File: src/coipr_defs.svh
`ifndef COIPR_DEFS_SVH
`define COIPR_DEFS_SVH

// Register offsets on the plain register port
`define COIPR_OFS_OPTION 8'h00
`define COIPR_OFS_INTCTL 8'h01
`define COIPR_OFS_PIE 8'h02
`define COIPR_OFS_PIR 8'h03
`define COIPR_OFS_PWR 8'h04
`define COIPR_OFS_TCOUNT 8'h05

// Reset values
`define COIPR_OPTION_RST 8'hFF
`define COIPR_INTCTL_RST 8'h00
`define COIPR_PIE_RST 8'h00
`define COIPR_PIR_RST 8'h00
`define COIPR_PWR_RST 2'h0

// Core control field positions
`define COIPR_B_GLOBAL_EN 7
`define COIPR_B_PERIPH_EN 6
`define COIPR_B_TMR_EN 5
`define COIPR_B_EXT_EN 4
`define COIPR_B_CHGIE 3
`define COIPR_B_T0F 2
`define COIPR_B_EXT_F 1
`define COIPR_B_CHGF 0

// Peripheral enable and flag positions
`define COIPR_B_CONV 6
`define COIPR_B_CAPC 5
`define COIPR_B_CMP 3
`define COIPR_B_PER 1
`define COIPR_B_T1 0

// Power status positions
`define COIPR_B_POR 1
`define COIPR_B_BROWNOUT 0

// Instruction clock is oscillator / 4
`define COIPR_INSTR_LAST 2'h3
`define COIPR_TCOUNT_MAX 8'hFF

`endif

File: src/coipr_pkg.sv
`default_nettype none
package coipr_pkg;

    // Timer, pull-up and edge options
    typedef struct packed {
        logic pullup_disable_n;
        logic ext_irq_edge_select;
        logic tmr_clock_source_sel;
        logic tmr_source_edge_sel;
        logic prescaler_assign;
        logic [2:0] prescale_rate;
    } coipr_option_s;

    // Events arriving from peripheral logic
    typedef struct packed {
        logic converter_start;
        logic converter_done;
        logic capture_event;
        logic compare_match;
        logic comparator_out;
        logic period_match;
        logic t1_overflow;
    } coipr_periph_ev_s;

    // Capture/compare unit mode
    typedef enum logic [1:0] {
        COIPR_CAPTURE,
        COIPR_COMPARE,
        COIPR_PWM
    } coipr_ccp_mode_e;

endpackage : coipr_pkg
`default_nettype wire

File: src/coipr_regs.sv
// Decided for this implementation: the register addresses and the strobed register port.
`timescale 1ns/1ps
`default_nettype none
`include "coipr_defs.svh"
module coipr_regs
    import coipr_pkg::*;
(
    input wire logic clk,
    input wire logic reset,
    input wire logic [7:0] reg_addr,
    input wire logic [7:0] reg_wdata,
    input wire logic reg_write,
    input wire logic reg_read,
    output logic [7:0] reg_rdata,
    input wire logic [5:0] port_latch,
    input wire logic [5:0] port_pins,
    input wire logic [5:0] change_detect_enables,
    output logic [5:0] pullup_enable,
    input wire logic external_irq_pin,
    input wire logic external_tmr_clock_pin,
    input wire logic wdt_clock_tick,
    output logic wdt_prescaled_tick,
    input wire coipr_periph_ev_s periph_ev,
    input wire coipr_ccp_mode_e ccp_mode,
    input wire logic por_event,
    input wire logic brownout_event,
    input wire logic brownout_detect_enable,
    output logic irq_request
);

    // Address match, shared by all decodes
    function automatic logic addr_hit(
        input logic [7:0] a,
        input logic [7:0] ofs
    );
        addr_hit = (a == ofs);
    endfunction : addr_hit

    // Low-bit mask of a 2^n prescale ratio
    function automatic logic [7:0] rate_mask(input logic [3:0] n);
        logic [8:0] t;
        t = 9'h001 << n;
        rate_mask = 8'(t - 9'h001);
    endfunction : rate_mask

    coipr_option_s opt;
    logic global_irq_enable;
    logic periph_irq_enable;
    logic tmr_overflow_irq_enable;
    logic ext_pin_irq_enable;
    logic port_change_irq_enable;
    logic tmr_overflow_flag;
    logic ext_pin_irq_flag;
    logic port_change_flag;
    logic converter_irq_enable;
    logic capcomp_irq_enable;
    logic comparator_irq_enable;
    logic period_match_irq_enable;
    logic t1_overflow_irq_enable;
    logic converter_done_flag;
    logic capcomp_flag;
    logic comparator_change_flag;
    logic period_match_flag;
    logic t1_overflow_flag;
    logic power_on_status_n;
    logic brownout_status_n;
    logic [7:0] tmr_count;
    logic [7:0] prescaler;
    logic [1:0] instr_div;
    logic ext_pin_q;
    logic tclk_pin_q;
    logic cmp_q;
    logic [5:0] port_q;

    logic wr_opt;
    logic wr_ctl;
    logic wr_pie;
    logic wr_pir;
    logic wr_pwr;
    logic wr_tcnt;
    logic ext_edge;
    logic tclk_edge;
    logic instr_tick;
    logic src_tick;
    logic pre_in;
    logic tmr_tick;
    logic tmr_rollover;
    logic port_change;
    logic cmp_change;
    logic capcomp_event;
    logic core_pending;
    logic periph_pending;
    logic [7:0] tmr_mask;
    logic [7:0] wdt_mask;
    logic [7:0] next_rdata;

    // Write strobes per register
    assign wr_opt = reg_write && addr_hit(reg_addr, `COIPR_OFS_OPTION);
    assign wr_ctl = reg_write && addr_hit(reg_addr, `COIPR_OFS_INTCTL);
    assign wr_pie = reg_write && addr_hit(reg_addr, `COIPR_OFS_PIE);
    assign wr_pir = reg_write && addr_hit(reg_addr, `COIPR_OFS_PIR);
    assign wr_pwr = reg_write && addr_hit(reg_addr, `COIPR_OFS_PWR);
    assign wr_tcnt = reg_write && addr_hit(reg_addr, `COIPR_OFS_TCOUNT);

    // Option register, all ones after reset
    always_ff @(posedge clk) begin
        if (reset) begin
            opt <= `COIPR_OPTION_RST;
        end else if (wr_opt) begin
            opt <= reg_wdata;
        end
    end

    // Pull-ups follow the latch unless globally disabled
    always_ff @(posedge clk) begin
        if (reset) begin
            pullup_enable <= 6'h00;
        end else if (opt.pullup_disable_n) begin
            pullup_enable <= 6'h00;
        end else begin
            pullup_enable <= port_latch;
        end
    end

    // Pin history; follows the pin during reset so release sees no edge
    always_ff @(posedge clk) begin
        ext_pin_q <= external_irq_pin;
        tclk_pin_q <= external_tmr_clock_pin;
        cmp_q <= periph_ev.comparator_out;
        port_q <= port_pins;
    end

    // Edge and change detection
    assign ext_edge = opt.ext_irq_edge_select ?
        (external_irq_pin && !ext_pin_q) :
        (!external_irq_pin && ext_pin_q);
    assign tclk_edge = opt.tmr_source_edge_sel ?
        (!external_tmr_clock_pin && tclk_pin_q) :
        (external_tmr_clock_pin && !tclk_pin_q);
    assign port_change = |((port_pins ^ port_q) & change_detect_enables);
    assign cmp_change = periph_ev.comparator_out ^ cmp_q;

    // Instruction clock divider
    always_ff @(posedge clk) begin
        if (reset) begin
            instr_div <= 2'h0;
        end else begin
            instr_div <= instr_div + 2'h1;
        end
    end

    assign instr_tick = (instr_div == `COIPR_INSTR_LAST);
    assign src_tick = opt.tmr_clock_source_sel ? tclk_edge : instr_tick;

    // One prescaler, shared; switching owner mid-count shortens one period
    assign pre_in = opt.prescaler_assign ? wdt_clock_tick : src_tick;
    assign tmr_mask = rate_mask({1'b0, opt.prescale_rate} + 4'h1);
    assign wdt_mask = rate_mask({1'b0, opt.prescale_rate});

    always_ff @(posedge clk) begin
        if (reset) begin
            prescaler <= 8'h00;
        end else if (pre_in) begin
            prescaler <= prescaler + 8'h01;
        end
    end

    // Timer bypasses the prescaler while the watchdog owns it
    assign tmr_tick = opt.prescaler_assign ? src_tick :
        (src_tick && ((prescaler & tmr_mask) == tmr_mask));

    // Prescaled watchdog tick
    always_ff @(posedge clk) begin
        if (reset) begin
            wdt_prescaled_tick <= 1'b0;
        end else begin
            wdt_prescaled_tick <= opt.prescaler_assign && wdt_clock_tick &&
                ((prescaler & wdt_mask) == wdt_mask);
        end
    end

    // Timer count; no reset, software loads it before use
    always_ff @(posedge clk) begin
        if (wr_tcnt) begin
            tmr_count <= reg_wdata;
        end else if (tmr_tick) begin
            tmr_count <= tmr_count + 8'h01;
        end
    end

    assign tmr_rollover = tmr_tick && !wr_tcnt &&
        (tmr_count == `COIPR_TCOUNT_MAX);

    // Core enables
    always_ff @(posedge clk) begin
        if (reset) begin
            global_irq_enable <= 1'b0;
            periph_irq_enable <= 1'b0;
            tmr_overflow_irq_enable <= 1'b0;
            ext_pin_irq_enable <= 1'b0;
            port_change_irq_enable <= 1'b0;
        end else if (wr_ctl) begin
            global_irq_enable <= reg_wdata[`COIPR_B_GLOBAL_EN];
            periph_irq_enable <= reg_wdata[`COIPR_B_PERIPH_EN];
            tmr_overflow_irq_enable <= reg_wdata[`COIPR_B_TMR_EN];
            ext_pin_irq_enable <= reg_wdata[`COIPR_B_EXT_EN];
            port_change_irq_enable <= reg_wdata[`COIPR_B_CHGIE];
        end
    end

    // Core flags; a hardware set beats a software clear
    always_ff @(posedge clk) begin
        if (reset) begin
            tmr_overflow_flag <= 1'b0;
        end else if (tmr_rollover) begin
            tmr_overflow_flag <= 1'b1;
        end else if (wr_ctl) begin
            tmr_overflow_flag <= reg_wdata[`COIPR_B_T0F];
        end
    end

    always_ff @(posedge clk) begin
        if (reset) begin
            ext_pin_irq_flag <= 1'b0;
        end else if (ext_edge) begin
            ext_pin_irq_flag <= 1'b1;
        end else if (wr_ctl) begin
            ext_pin_irq_flag <= reg_wdata[`COIPR_B_EXT_F];
        end
    end

    always_ff @(posedge clk) begin
        if (reset) begin
            port_change_flag <= 1'b0;
        end else if (port_change) begin
            port_change_flag <= 1'b1;
        end else if (wr_ctl) begin
            port_change_flag <= reg_wdata[`COIPR_B_CHGF];
        end
    end

    // Peripheral enables; unimplemented bits never stored
    always_ff @(posedge clk) begin
        if (reset) begin
            converter_irq_enable <= 1'b0;
            capcomp_irq_enable <= 1'b0;
            comparator_irq_enable <= 1'b0;
            period_match_irq_enable <= 1'b0;
            t1_overflow_irq_enable <= 1'b0;
        end else if (wr_pie) begin
            converter_irq_enable <= reg_wdata[`COIPR_B_CONV];
            capcomp_irq_enable <= reg_wdata[`COIPR_B_CAPC];
            comparator_irq_enable <= reg_wdata[`COIPR_B_CMP];
            period_match_irq_enable <= reg_wdata[`COIPR_B_PER];
            t1_overflow_irq_enable <= reg_wdata[`COIPR_B_T1];
        end
    end

    // Converter flag; a new start clears a stale completion
    always_ff @(posedge clk) begin
        if (reset) begin
            converter_done_flag <= 1'b0;
        end else if (periph_ev.converter_done) begin
            converter_done_flag <= 1'b1;
        end else if (periph_ev.converter_start) begin
            converter_done_flag <= 1'b0;
        end else if (wr_pir) begin
            converter_done_flag <= reg_wdata[`COIPR_B_CONV];
        end
    end

    // Capture/compare source depends on mode
    assign capcomp_event =
        ((ccp_mode == COIPR_CAPTURE) && periph_ev.capture_event) ||
        ((ccp_mode == COIPR_COMPARE) && periph_ev.compare_match);

    always_ff @(posedge clk) begin
        if (reset) begin
            capcomp_flag <= 1'b0;
        end else if (capcomp_event) begin
            capcomp_flag <= 1'b1;
        end else if (wr_pir) begin
            capcomp_flag <= reg_wdata[`COIPR_B_CAPC];
        end
    end

    always_ff @(posedge clk) begin
        if (reset) begin
            comparator_change_flag <= 1'b0;
        end else if (cmp_change) begin
            comparator_change_flag <= 1'b1;
        end else if (wr_pir) begin
            comparator_change_flag <= reg_wdata[`COIPR_B_CMP];
        end
    end

    always_ff @(posedge clk) begin
        if (reset) begin
            period_match_flag <= 1'b0;
        end else if (periph_ev.period_match) begin
            period_match_flag <= 1'b1;
        end else if (wr_pir) begin
            period_match_flag <= reg_wdata[`COIPR_B_PER];
        end
    end

    always_ff @(posedge clk) begin
        if (reset) begin
            t1_overflow_flag <= 1'b0;
        end else if (periph_ev.t1_overflow) begin
            t1_overflow_flag <= 1'b1;
        end else if (wr_pir) begin
            t1_overflow_flag <= reg_wdata[`COIPR_B_T1];
        end
    end

    // Power status; the reset event outranks a software write
    always_ff @(posedge clk) begin
        if (reset) begin
            {power_on_status_n, brownout_status_n} <= `COIPR_PWR_RST;
        end else begin
            if (por_event) begin
                power_on_status_n <= 1'b0;
            end else if (wr_pwr) begin
                power_on_status_n <= reg_wdata[`COIPR_B_POR];
            end
            if (brownout_event) begin
                brownout_status_n <= 1'b0;
            end else if (wr_pwr) begin
                brownout_status_n <= reg_wdata[`COIPR_B_BROWNOUT];
            end
        end
    end

    // Interrupt request combination
    assign core_pending =
        (tmr_overflow_flag && tmr_overflow_irq_enable) ||
        (ext_pin_irq_flag && ext_pin_irq_enable) ||
        (port_change_flag && port_change_irq_enable);
    assign periph_pending = periph_irq_enable && (
        (converter_done_flag && converter_irq_enable) ||
        (capcomp_flag && capcomp_irq_enable) ||
        (comparator_change_flag && comparator_irq_enable) ||
        (period_match_flag && period_match_irq_enable) ||
        (t1_overflow_flag && t1_overflow_irq_enable));

    always_ff @(posedge clk) begin
        if (reset) begin
            irq_request <= 1'b0;
        end else begin
            irq_request <= global_irq_enable &&
                (core_pending || periph_pending);
        end
    end

    // Read mux; unmapped and unimplemented bits read zero
    always_comb begin
        next_rdata = 8'h00;
        if (addr_hit(reg_addr, `COIPR_OFS_OPTION)) begin
            next_rdata = opt;
        end else if (addr_hit(reg_addr, `COIPR_OFS_INTCTL)) begin
            next_rdata = {global_irq_enable, periph_irq_enable,
                tmr_overflow_irq_enable, ext_pin_irq_enable,
                port_change_irq_enable, tmr_overflow_flag,
                ext_pin_irq_flag, port_change_flag};
        end else if (addr_hit(reg_addr, `COIPR_OFS_PIE)) begin
            next_rdata = {1'b0, converter_irq_enable, capcomp_irq_enable,
                1'b0, comparator_irq_enable, 1'b0,
                period_match_irq_enable, t1_overflow_irq_enable};
        end else if (addr_hit(reg_addr, `COIPR_OFS_PIR)) begin
            next_rdata = {1'b0, converter_done_flag, capcomp_flag,
                1'b0, comparator_change_flag, 1'b0,
                period_match_flag, t1_overflow_flag};
        end else if (addr_hit(reg_addr, `COIPR_OFS_PWR)) begin
            next_rdata = {6'h00, power_on_status_n,
                brownout_status_n && brownout_detect_enable};
        end else if (addr_hit(reg_addr, `COIPR_OFS_TCOUNT)) begin
            next_rdata = tmr_count;
        end
    end

    // Read data valid only in the cycle after the strobe
    always_ff @(posedge clk) begin
        if (reset) begin
            reg_rdata <= 8'h00;
        end else if (reg_read) begin
            reg_rdata <= next_rdata;
        end else begin
            reg_rdata <= 8'h00;
        end
    end

    // Checks
    property p_pullup;
        @(posedge clk) disable iff (reset)
        1 |=> pullup_enable ==
            ($past(opt.pullup_disable_n) ? 6'h00 : $past(port_latch));
    endproperty
    a_pullup: assert property (p_pullup)
        else $error("pull-up enables wrong");

    property p_ext_flag;
        @(posedge clk) disable iff (reset)
        (opt.ext_irq_edge_select && $rose(external_irq_pin)) |=>
            ext_pin_irq_flag;
    endproperty
    a_ext_flag: assert property (p_ext_flag)
        else $error("rising edge lost");

    property p_t0_bypass;
        @(posedge clk) disable iff (reset)
        (opt.prescaler_assign && !opt.tmr_clock_source_sel &&
            instr_tick && !wr_tcnt) |=>
            tmr_count == $past(tmr_count) + 8'h01;
    endproperty
    a_t0_bypass: assert property (p_t0_bypass)
        else $error("timer not 1:1");

    property p_rollover;
        @(posedge clk) disable iff (reset)
        tmr_rollover |=> tmr_overflow_flag && (tmr_count == 8'h00);
    endproperty
    a_rollover: assert property (p_rollover)
        else $error("rollover flag missing");

    property p_port;
        @(posedge clk) disable iff (reset)
        (|((port_pins ^ port_q) & change_detect_enables)) |=>
            port_change_flag;
    endproperty
    a_port: assert property (p_port)
        else $error("port change lost");

    property p_cmp;
        @(posedge clk) disable iff (reset)
        comparator_change_flag && !wr_pir |=> comparator_change_flag;
    endproperty
    a_cmp: assert property (p_cmp)
        else $error("comparator flag dropped");

    property p_gie;
        @(posedge clk) disable iff (reset)
        !global_irq_enable |=> !irq_request;
    endproperty
    a_gie: assert property (p_gie)
        else $error("request with global off");

    property p_brownout;
        @(posedge clk) disable iff (reset)
        (reg_read && addr_hit(reg_addr, `COIPR_OFS_PWR) &&
            !brownout_detect_enable) |=> !reg_rdata[`COIPR_B_BROWNOUT];
    endproperty
    a_brownout: assert property (p_brownout)
        else $error("brown-out bit not zero");

    property p_por;
        @(posedge clk) disable iff (reset)
        por_event |=> !power_on_status_n;
    endproperty
    a_por: assert property (p_por)
        else $error("power-on bit not cleared");

    property p_conv;
        @(posedge clk) disable iff (reset)
        (periph_ev.converter_start && !periph_ev.converter_done) |=>
            !converter_done_flag;
    endproperty
    a_conv: assert property (p_conv)
        else $error("converter flag set while pending");

endmodule : coipr_regs
`default_nettype wire

File: config.mk
export PLATFORM = sky130hd
export DESIGN_NAME = coipr_regs
export DESIGN_NICKNAME = d
export VERILOG_FILES = /design/src/coipr_pkg.sv /design/src/coipr_regs.sv
export VERILOG_INCLUDE_DIRS = /design/src
export SDC_FILE = /design/constraint.sdc
export NUM_CORES = 1
export LEC_CHECK = 0
export BUFFER_PORTS_ARGS = -buffer_cell sky130_fd_sc_hd__buf_2
export CAP_MARGIN = 20
export CORE_ASPECT_RATIO = 0.75
export CORE_MARGIN = 1
export CORE_UTILIZATION = 40
export CTS_CLUSTER_DIAMETER = 100
export DETAILED_ROUTE_END_ITERATION = 8
export PLACE_DENSITY = 0.65
export SETUP_SLACK_MARGIN = 0.15
export SYNTH_ARGS = -nofsm -noshare
export SYNTH_HDL_FRONTEND = slang
export SYNTH_SLANG_ARGS = --single-unit
File: constraint.sdc
create_clock -name clk -period 4.3 [get_ports clk]
set_input_delay 0.86 -clock clk [delete_from_list [all_inputs] [get_ports clk]]
set_output_delay 0.86 -clock clk [all_outputs]
set_load 0.01 [all_outputs]
==> results of run 1 <==
metrics by stage:
step                      std cells  hold WS (ps)
after CTS                       550           420
after global routing            550           452
after global placement          534           408
after floorplan                 375           399
final                           550           419
after detailed placement        534           411
layout by cell type (no fill, tap or decap), drive strengths merged, types with 3 or more instances in the layout:
cell and instances:
a211o 8, a21oi 25, a22o 4, a22oi 3
a2bb2oi 3, a31oi 4, and2 8, and3 11
buf 69, clkbuf 9, clkinv 3, dfxtp 63
edfxtp 8, ha 7, inv 14, mux2 4
mux2i 22, nand2 21, nand2b 5, nand3 9
nand3b 4, nor2 47, nor2b 5, nor3 10
nor4 5, o2111ai 3, o21ai 14, xnor2 7
xor2 14
power by group through the flow:
stage	clock, mW	sequential [mW]	combinational [mW]
floorplan	0	0.713	0.0653
global placement	0	0.718	0.108
detailed placement	0	0.719	0.110
CTS	0.813	0.704	0.111
global route	0.841	0.706	0.123
finish	0.797	0.704	0.111
flip-flops by register name, summed over array words and instances, names as in the netlist, 2 cells and up:
register / flops
instr_div: 2
opt: 8
port_q: 6
prescaler: 8
pullup_enable: 6
reg_rdata: 8
tmr_count: 8
per-layer routing:
metal  share of wire, %  vias up  wire (um)
met5                  0        -          0
met3                 11        9        908
li1                   -     1489          -
met1                 47     1408       4030
met4               0.83        0         71
met2                 41      137       3550
layout make-up:
cell class	instances	area (um2)	area share [%]
clock inverters	7	96.3	2.30
flip-flops and latches	71	1500	35.8
repair buffers	69	348	8.29
inverters	13	48.8	1.16
clock buffers	9	225	5.37
well taps	105	131	3.13
multi-input cells	276	1840	43.9
logic make-up (layout without fill, tap and decap cells):
kind of cell / Yosys count / after routing / share of synthesized area (%)
flip-flops: 71 / 71 / 43.5
adder cells (fa/ha/maj): 7 / 7 / 2.54
AO/OA/AOI/OAI: 83 / 83 / 16.8
AND/OR/NAND/NOR: 138 / 138 / 20.4
buffers and inverters: 28 / 98 / 3.08
multiplexers: 27 / 27 / 8.34
XOR/XNOR: 21 / 21 / 5.33
worst max-delay path by stage:
stage	startpoint	end
after floorplan	opt[2]$_SDFFE_PP1P_	tmr_count[0]$_DFFE_PP_
after global placement	opt[1]$_SDFFE_PP1P_	tmr_count[0]$_DFFE_PP_
final	opt[1]$_SDFFE_PP1P_	tmr_count[0]$_DFFE_PP_
after global routing	opt[1]$_SDFFE_PP1P_	tmr_count[2]$_DFFE_PP_
after detailed placement	opt[1]$_SDFFE_PP1P_	tmr_count[1]$_DFFE_PP_
after CTS	opt[1]$_SDFFE_PP1P_	tmr_count[0]$_DFFE_PP_
==> results.tsv, run 1 <==
stage	metric	value	unit
outcome	outcome	finished clean	
drt	dr.pass1.iters	5	
place	port_buffers	68	
final_layout	area_growth	21.5	%
logic_synthesis	yosysMostFrequentCell	dfxtp_1	
pwr	p_clk_share	49.4	%
sta	setup_viol	0	
clocking	clkLatencyLatePin	340	ps
critical_path	critPathBufInv	2	
floorplanning	ios	69	
logic_synthesis	syn_nets	435	
floorplanning	core_area	0.00813	mm2
sta	grt_setup_unrepaired	false	
drt	ant_nets	0	
logic_synthesis	synth_common_cells	dfxtp_1, nor2_1, a21oi_1	
place	gp_congestion	0.853	
hold_path	hold_path_class	flip-flop to flip-flop	
hold_path	worstHoldPathCells	1	
final_layout	fin_nets	500	
drt	post_drt_wl_per_cell	15.6	um
clocking	post_cts_resized	0	
drt	vias	3043	
critical_path	worst_path_max_delay_cell	dfxtp_1	
logic_synthesis	synth.distinct_cells	56	
pwr	p_int	1.25	mW
sta	fmax	298	MHz
clocking	htreeDepth	3	
clocking	postCtsSetupBuffers	0	
critical_path	reg2reg_setup_slack	950	ps
sta	final-hold-violation-count	0	
global_routing	grt_use_met2	29.6	%
pwr	sw_frac_of_total	22.6	%
global_routing	grt_overflow	0	
global_routing	grt_busiest_layer	met2	
floorplanning	initial_core_util	42.5	%
logic_synthesis	synth_edf_count	8	
sta	fin_setup_tns	0	ps
clocking	clockBufferDepth	2	
pwr	power.total	1.61	mW
logic_synthesis	synth_cells	375	
clocking	clk_pin_slew	60	ps
clocking	cts-root-buf	clkbuf_16	
drt	routed_wl	8.56	mm
global_routing	grt_pass1_vias	2714	
clocking	cts_sinks	71	
critical_path	end_kind	flip-flop	
final_layout	drive_above_1_share	22.5	%
sta	fin_worst_skew	6.20	ps
place	dp_hpwl	6.31	mm
drt	drt_iter0_drc	243	
logic_synthesis	syn_area	0.00345	mm2
sta	worst_slew_pin_slew	833	ps
global_routing	grt_use_total	20.3	%
logic_synthesis	synth_warnings	0	
logic_synthesis	synth_flop_cell	dfxtp_1	
global_routing	grtUsageMet1	27.5	%
critical_path	start_kind	flip-flop	
floorplanning	dieArea	0.00901	mm2
floorplanning	die_w	109	um
critical_path	crit_type	flip-flop to flip-flop	
pwr	power.net_switching	0.364	mW
sta	max_slew_margin	44.5	%
clocking	cts_buffers	9	
logic_synthesis	synth_seq_cells	71	
final_layout	antenna-diode-count	0	
pwr	pwr-share-comb	6.9	%
pwr	p_seq_share	43.7	%
critical_path	cpPeakStageDelay	630	ps
floorplanning	dieHeight	82.4	um
global_routing	grt_pass1_wl	13.4	mm
hold_path	min_to	instr_div[0]$_SDFF_PP0_	
logic_synthesis	synth_top_area_share	36.5	%
critical_path	crit_fanout	17	
clocking	hold_buffers	0	
global_routing	antenna_found_initial	0	
place	pre_cts_ws	1010	ps
global_routing	grt_max_degree	44	
pwr	peakVddDrop	0.000304	V
hold_path	hold_path_startpoint	instr_div[0]$_SDFF_PP0_	
drt	via_per_inst	5.53	
sta	finalCriticalPeriod	3350	ps
logic_synthesis	ys_seq_area_share	43.5	%
global_routing	met3_usage	8.01	%
critical_path	crit_cells	11	
final_layout	fin_util	51.6	%
final_layout	final_area	0.00419	mm2
critical_path	reg2reg_depth	11	
job	maxCapViolations	0	
pwr	powerDensity	385	mW/mm2
critical_path	worst-endpoint-required	4350	ps
place	placed_cell_area	0.00387	mm2
critical_path	path_cells	nand2_1 > inv_1 > ha_1 > nand3_1 > ha_1 > nor4_1 > a31o_2 > a221oi_1 > a41oi_1 > o21ai_0 > buf_4	
final_layout	fillers	761	
logic_synthesis	synth.avg_cell_area	9.20	um2
logic_synthesis	synthArstFlopShare	0	%
pwr	p_leak	1.85	nW
sta	setup_ws	947	ps
clocking	cts_tree	done	
drt	drc	0	
critical_path	reg2reg_from	opt[1]$_SDFFE_PP1P_	
critical_path	reg2reg_to	tmr_count[0]$_DFFE_PP_	
logic_synthesis	netlist_top_cells_area	dfxtp_1, edfxtp_1, mux2i_1	
sta	drv_slew	0	
critical_path	crit_top_cell	ha_1	
critical_path	crit_arrival	3400	ps
sta	post-route-period-util	78.0	%
logic_synthesis	yosysTopAreaCell	dfxtp_1	
floorplanning	rows	28	
critical_path	path_delay_family	compound AO/OA/AOI/OAI gates	
(Power assumes the default switching activity.)
==> run 2, diff against run 1 <==
--- a/config.mk
+++ b/config.mk
@@ -13,7 +13,7 @@
 export CORE_UTILIZATION = 40
 export CTS_CLUSTER_DIAMETER = 100
 export DETAILED_ROUTE_END_ITERATION = 8
-export PLACE_DENSITY = 0.65
+export PLACE_DENSITY = 0.67
 export SETUP_SLACK_MARGIN = 0.15
 export SYNTH_ARGS = -nofsm -noshare
 export SYNTH_HDL_FRONTEND = slang
==> constraint.sdc (replaced) <==
create_clock -name clk -period 3.05 [get_ports clk]
set_input_delay 0.61 -clock clk [delete_from_list [all_inputs] [get_ports clk]]
set_output_delay 0.61 -clock clk [all_outputs]
set_load 0.01 [all_outputs]
==> results.tsv, run 2 (synthesis results as in run 1) <==
stage	metric	value	unit
hold_path	hold_path_class	input pin to flip-flop	
final_layout	area_growth	21.8	%
sta	worst_slew_pin_slew	798	ps
place	dp_hpwl	6.52	mm
clocking	cts_sinks	71	
floorplanning	die_w	109	um
global_routing	grt_max_degree	44	
final_layout	drive_above_1_share	23.8	%
sta	finalCriticalPeriod	2790	ps
sta	setup_viol	0	
final_layout	antenna-diode-count	0	
clocking	clockBufferDepth	2	
critical_path	path_cells	nand2_1 > inv_2 > ha_2 > nand3_1 > ha_2 > nor4_1 > a31o_2 > a221oi_1 > a41oi_2 > o21ai_4	
drt	via_per_inst	5.51	
clocking	cts-root-buf	clkbuf_16	
floorplanning	initial_core_util	42.5	%
place	dp_cells	538	
clocking	clkLatencyLatePin	330	ps
clocking	cts_buffers	9	
critical_path	cpPeakStageDelay	340	ps
sta	holdWs	396	ps
global_routing	met3_usage	6.75	%
clocking	cts_tree	done	
critical_path	worst-endpoint-required	3060	ps
final_layout	final_cell_mix	buf_2, dfxtp_1, nor2_1	
floorplanning	dieArea	0.00901	mm2
outcome	outcome	finished clean	
critical_path	crit_fanout	8	
floorplanning	core_area	0.00813	mm2
floorplanning	rows	28	
critical_path	crit_type	flip-flop to flip-flop	
global_routing	grt_use_met2	29.4	%
critical_path	end_kind	flip-flop	
drt	routed_wl	8.68	mm
sta	fmax	358	MHz
sta	fin_worst_skew	5.20	ps
floorplanning	ios	69	
drt	ant_nets	0	
clocking	htreeDepth	3	
critical_path	crit_arrival	2800	ps
pwr	peakVddDrop	0.000361	V
clocking	hold_buffers	0	
global_routing	grt_pass1_vias	2717	
place	placed_cell_area	0.00391	mm2
floorplanning	dieHeight	82.4	um
final_layout	final_area	0.00420	mm2
sta	final-hold-violation-count	0	
final_layout	final_common_cell	buf_2	
drt	drt_iter0_drc	233	
critical_path	worst_path_max_delay_cell	a221oi_1	
clocking	postCtsSetupBuffers	0	
final_layout	final_cells	554	
critical_path	path_delay_family	compound AO/OA/AOI/OAI gates	
sta	grt_setup_unrepaired	false	
drt	vias	3054	
drt	post_drt_wl_per_cell	15.7	um
global_routing	grt_overflow	0	
job	maxCapViolations	0	
global_routing	grt_busiest_layer	met2	
pwr	p_leak	1.85	nW
sta	drv_slew	0	
sta	max_slew_margin	46.8	%
global_routing	grtUsageMet1	28.1	%
critical_path	critPathBufInv	1	
final_layout	fin_nets	504	
critical_path	crit_top_cell	ha_2	
pwr	power.total	2.12	mW
sta	fin_setup_tns	0	ps
global_routing	grt_use_total	20.2	%
global_routing	grt_pass1_wl	13.5	mm
drt	drc	0	
place	port_buffers	68	
place	gp_congestion	0.863	
pwr	powerDensity	503	mW/mm2
critical_path	start_kind	flip-flop	
sta	post-route-period-util	91.5	%
drt	dr.pass1.iters	5	
clocking	clk_pin_slew	50	ps
global_routing	antenna_found_initial	0	
[run 2: cell types whose count changed in the layout (fill, tap and decap cells not counted), sizes merged]
cell    change
bufinv      -2
inv         -1
clkbuf      +4
clkinv      -1
buf         +4
[run 2: final timing paths]
| path | slack [ps] | startpoint | depth (start not counted) | to |
|---|---|---|---|---|
| worst min-delay path | 400 | port_pins[2] | 1 | port_q[2]$_DFF_P_ |
| worst min register to register | 420 | instr_div[0]$_SDFF_PP0_ | 1 | instr_div[0]$_SDFF_PP0_ |
| worst max register to register | 260 | opt[0]$_SDFFE_PP1P_ | 10 | tmr_count[0]$_DFFE_PP_ |
| worst max-delay path | 260 | opt[0]$_SDFFE_PP1P_ | 10 | tmr_count[0]$_DFFE_PP_ |
[run 2: metal layers]
metal | part of all wire [%] | vias to the layer above
li1 | - | 1493
met1 | 46 | 1411
met2 | 42 | 139
met3 | 11 | 11
met4 | 0.88 | 0
met5 | 0 | -
[run 2: repair_timing]
action / CTS / global route
pin swaps: 1 / 2
endpoints found under the setup margin: 8 / 8
gates resized for setup: 0 / 4
[run 2: report_power, final]
part           leakage [nW]  switching, mW  total (mW)  internal (mW)
Sequential            0.589         0.0210       0.993          0.972
Combinational          1.13         0.0849       0.158         0.0727
Clock                 0.136          0.374       0.965          0.592
Total                  1.85          0.479        2.12           1.64
[run 2: final cells by class]
| cell class | instances | area (um2) |
|---|---|---|
| clock buffers | 13 | 260 |
| clock inverters | 3 | 17.5 |
| fillers | 768 | 3920 |
| inverters | 13 | 48.8 |
| multi-input cells | 276 | 1870 |
| flip-flops and latches | 71 | 1500 |
| well taps | 105 | 131 |
| repair buffers | 73 | 378 |
[run 2: worst reg2reg max path, cell delays in order (launching register included)]
cell      delay (ps)
dfxtp_1          330
nand2_1          140
inv_2            120
ha_2             310
nand3_1          110
ha_2             250
nor4_1            80
a31o_2           230
a221oi_1         340
a41oi_2          220
o21ai_4          340
[run 2: through the flow]
stage	setup slack, ps	util, %
6_report	260	51.7
4_1_cts	155	51.5
2_1_floorplan	155	-
3_5_place_dp	132	48.1
5_1_grt	148	51.7
3_3_place_gp	259	48.1
==> run 3, diff against run 2 <==
==> constraint.sdc (replaced) <==
create_clock -name clk -period 3.05 [get_ports clk]
set_input_delay 0.1525 -clock clk [delete_from_list [all_inputs] [get_ports clk]]
set_output_delay 0.1525 -clock clk [all_outputs]
set_load 0.01 [all_outputs]
==> results.tsv, run 3 (synthesis results as in run 1) <==
stage	metric	value	unit
drt	wl_met3	818	um
global_routing	antenna_found_initial	0	
drt	routed_wl	8.76	mm
sta	worst_slew_pin_slew	788	ps
sta	post-route-period-util	90.6	%
sta	grt_setup_unrepaired	false	
critical_path	path_cells	nand2_1 > inv_1 > ha_1 > nand3_1 > ha_2 > nor4_1 > a31o_2 > a221oi_1 > a41oi_1 > o21ai_4	
final_layout	fin_nets	515	
clocking	cts-root-buf	clkbuf_16	
critical_path	crit_type	flip-flop to flip-flop	
drt	via_per_inst	5.51	
floorplanning	initial_core_util	42.5	%
critical_path	crit_fanout	8	
final_layout	antenna-diode-count	0	
drt	dr.pass1.iters	5	
floorplanning	dieArea	0.00901	mm2
sta	fin_worst_skew	5.79	ps
clocking	clk_pin_slew	60	ps
final_layout	final_cells	565	
clocking	clockBufferDepth	2	
outcome	outcome	finished clean	
drt	post_drt_wl_per_cell	15.5	um
floorplanning	core_area	0.00813	mm2
floorplanning	dieHeight	82.4	um
place	pre_cts_ws	218	ps
clocking	htreeDepth	3	
drt	drt_iter0_drc	225	
final_layout	multi_input_area	0.00186	mm2
drt	vias	3114	
place	dp_cells	538	
floorplanning	rows	28	
sta	drv_slew	0	
clocking	cts_sinks	71	
clocking	cts_tree	done	
critical_path	worst-endpoint-required	3070	ps
final_layout	final_common_cell	buf_2	
sta	fmax	362	MHz
drt	drc	0	
critical_path	crit_arrival	2780	ps
floorplanning	ios	69	
place	placed_cell_area	0.00391	mm2
sta	setup_viol	0	
pwr	peakVddDrop	0.000440	V
pwr	power.total	2.22	mW
drt	met1_length	4.25	mm
final_layout	area_growth	25.4	%
drt	top_layer_used	met4	
global_routing	grt_max_degree	44	
final_layout	fillers	780	
drt	wl_met2	3.61	mm
sta	final-hold-violation-count	0	
critical_path	path_delay_family	compound AO/OA/AOI/OAI gates	
global_routing	grt_overflow	0	
drt	ant_nets	0	
sta	setup_ws	286	ps
job	maxCapViolations	0	
sta	holdWs	16.4	ps
critical_path	worst_path_max_delay_cell	o21ai_4	
critical_path	end_kind	flip-flop	
final_layout	final-seq-area	0.00150	mm2
clocking	clkLatencyLatePin	340	ps
final_layout	drive_above_1_share	23.0	%
pwr	p_leak	1.91	nW
place	dp_hpwl	6.46	mm
final_layout	final_cell_mix	buf_2, dfxtp_1, nor2_1	
critical_path	critPathBufInv	1	
final_layout	final_area	0.00433	mm2
sta	finalCriticalPeriod	2760	ps
floorplanning	die_w	109	um
clocking	cts_buffers	9	
final_layout	fin_util	53.2	%
global_routing	grt_pass1_vias	2661	
global_routing	grt_use_total	20.3	%
place	port_buffers	68	
hold_path	hold_path_class	input pin to flip-flop	
critical_path	cpPeakStageDelay	350	ps
global_routing	grt_pass1_wl	13.6	mm
place	gp_congestion	0.897	
sta	fin_setup_tns	0	ps
critical_path	start_kind	flip-flop	
pwr	powerDensity	514	mW/mm2
sta	max_slew_margin	47.4	%
## run 3: cell count changes in the layout (fill, tap and decap cells not counted), sizes merged
cell and change:
bufinv +1, clkbuf -4, clkinv -2, dlygate4sd3 +11, inv +5
## run 3: path summary, 6_finish.rpt
path                           start                          end  slack, ps  cells after the start
max              opt[1]$_SDFFE_PP1P_       tmr_count[6]$_DFFE_PP_        290                     10
min                    port_latch[4]  pullup_enable[4]$_SDFF_PP0_         20                      2
max reg2reg      opt[1]$_SDFFE_PP1P_       tmr_count[6]$_DFFE_PP_        290                     10
min reg2reg  instr_div[0]$_SDFF_PP0_      instr_div[0]$_SDFF_PP0_        420                      1
## run 3: metal layers
layer | GRT usage, % | up-vias
li1 | - | 1519
met1 | 29.3 | 1457
met2 | 29.1 | 130
met3 | 6.51 | 8
met4 | 5.07 | 0
met5 | 0 | -
## run 3: repair_timing
action / in CTS / in global routing
setup buffers: 0 / 0
endpoints found under the setup margin: 0 / 8
gates resized for setup: 0 / 1
endpoints found under the hold margin: 11 / 0
hold buffers: 11 / 0
## run 3: area by class of cell
class                   count  area share [%]
flip-flops and latches     71            34.7
inverters                  13            1.13
well taps                 105            3.04
multi-input cells         276            42.9
clock inverters             7            1.76
repair buffers             84            11.3
clock buffers               9            5.20
## run 3: where the power goes
| part | total [mW] | internal (mW) | switching, mW |
|---|---|---|---|
| registers | 0.993 | 0.972 | 0.0216 |
| clock network | 1.06 | 0.642 | 0.420 |
| logic | 0.169 | 0.0820 | 0.0867 |
| total | 2.22 | 1.70 | 0.529 |
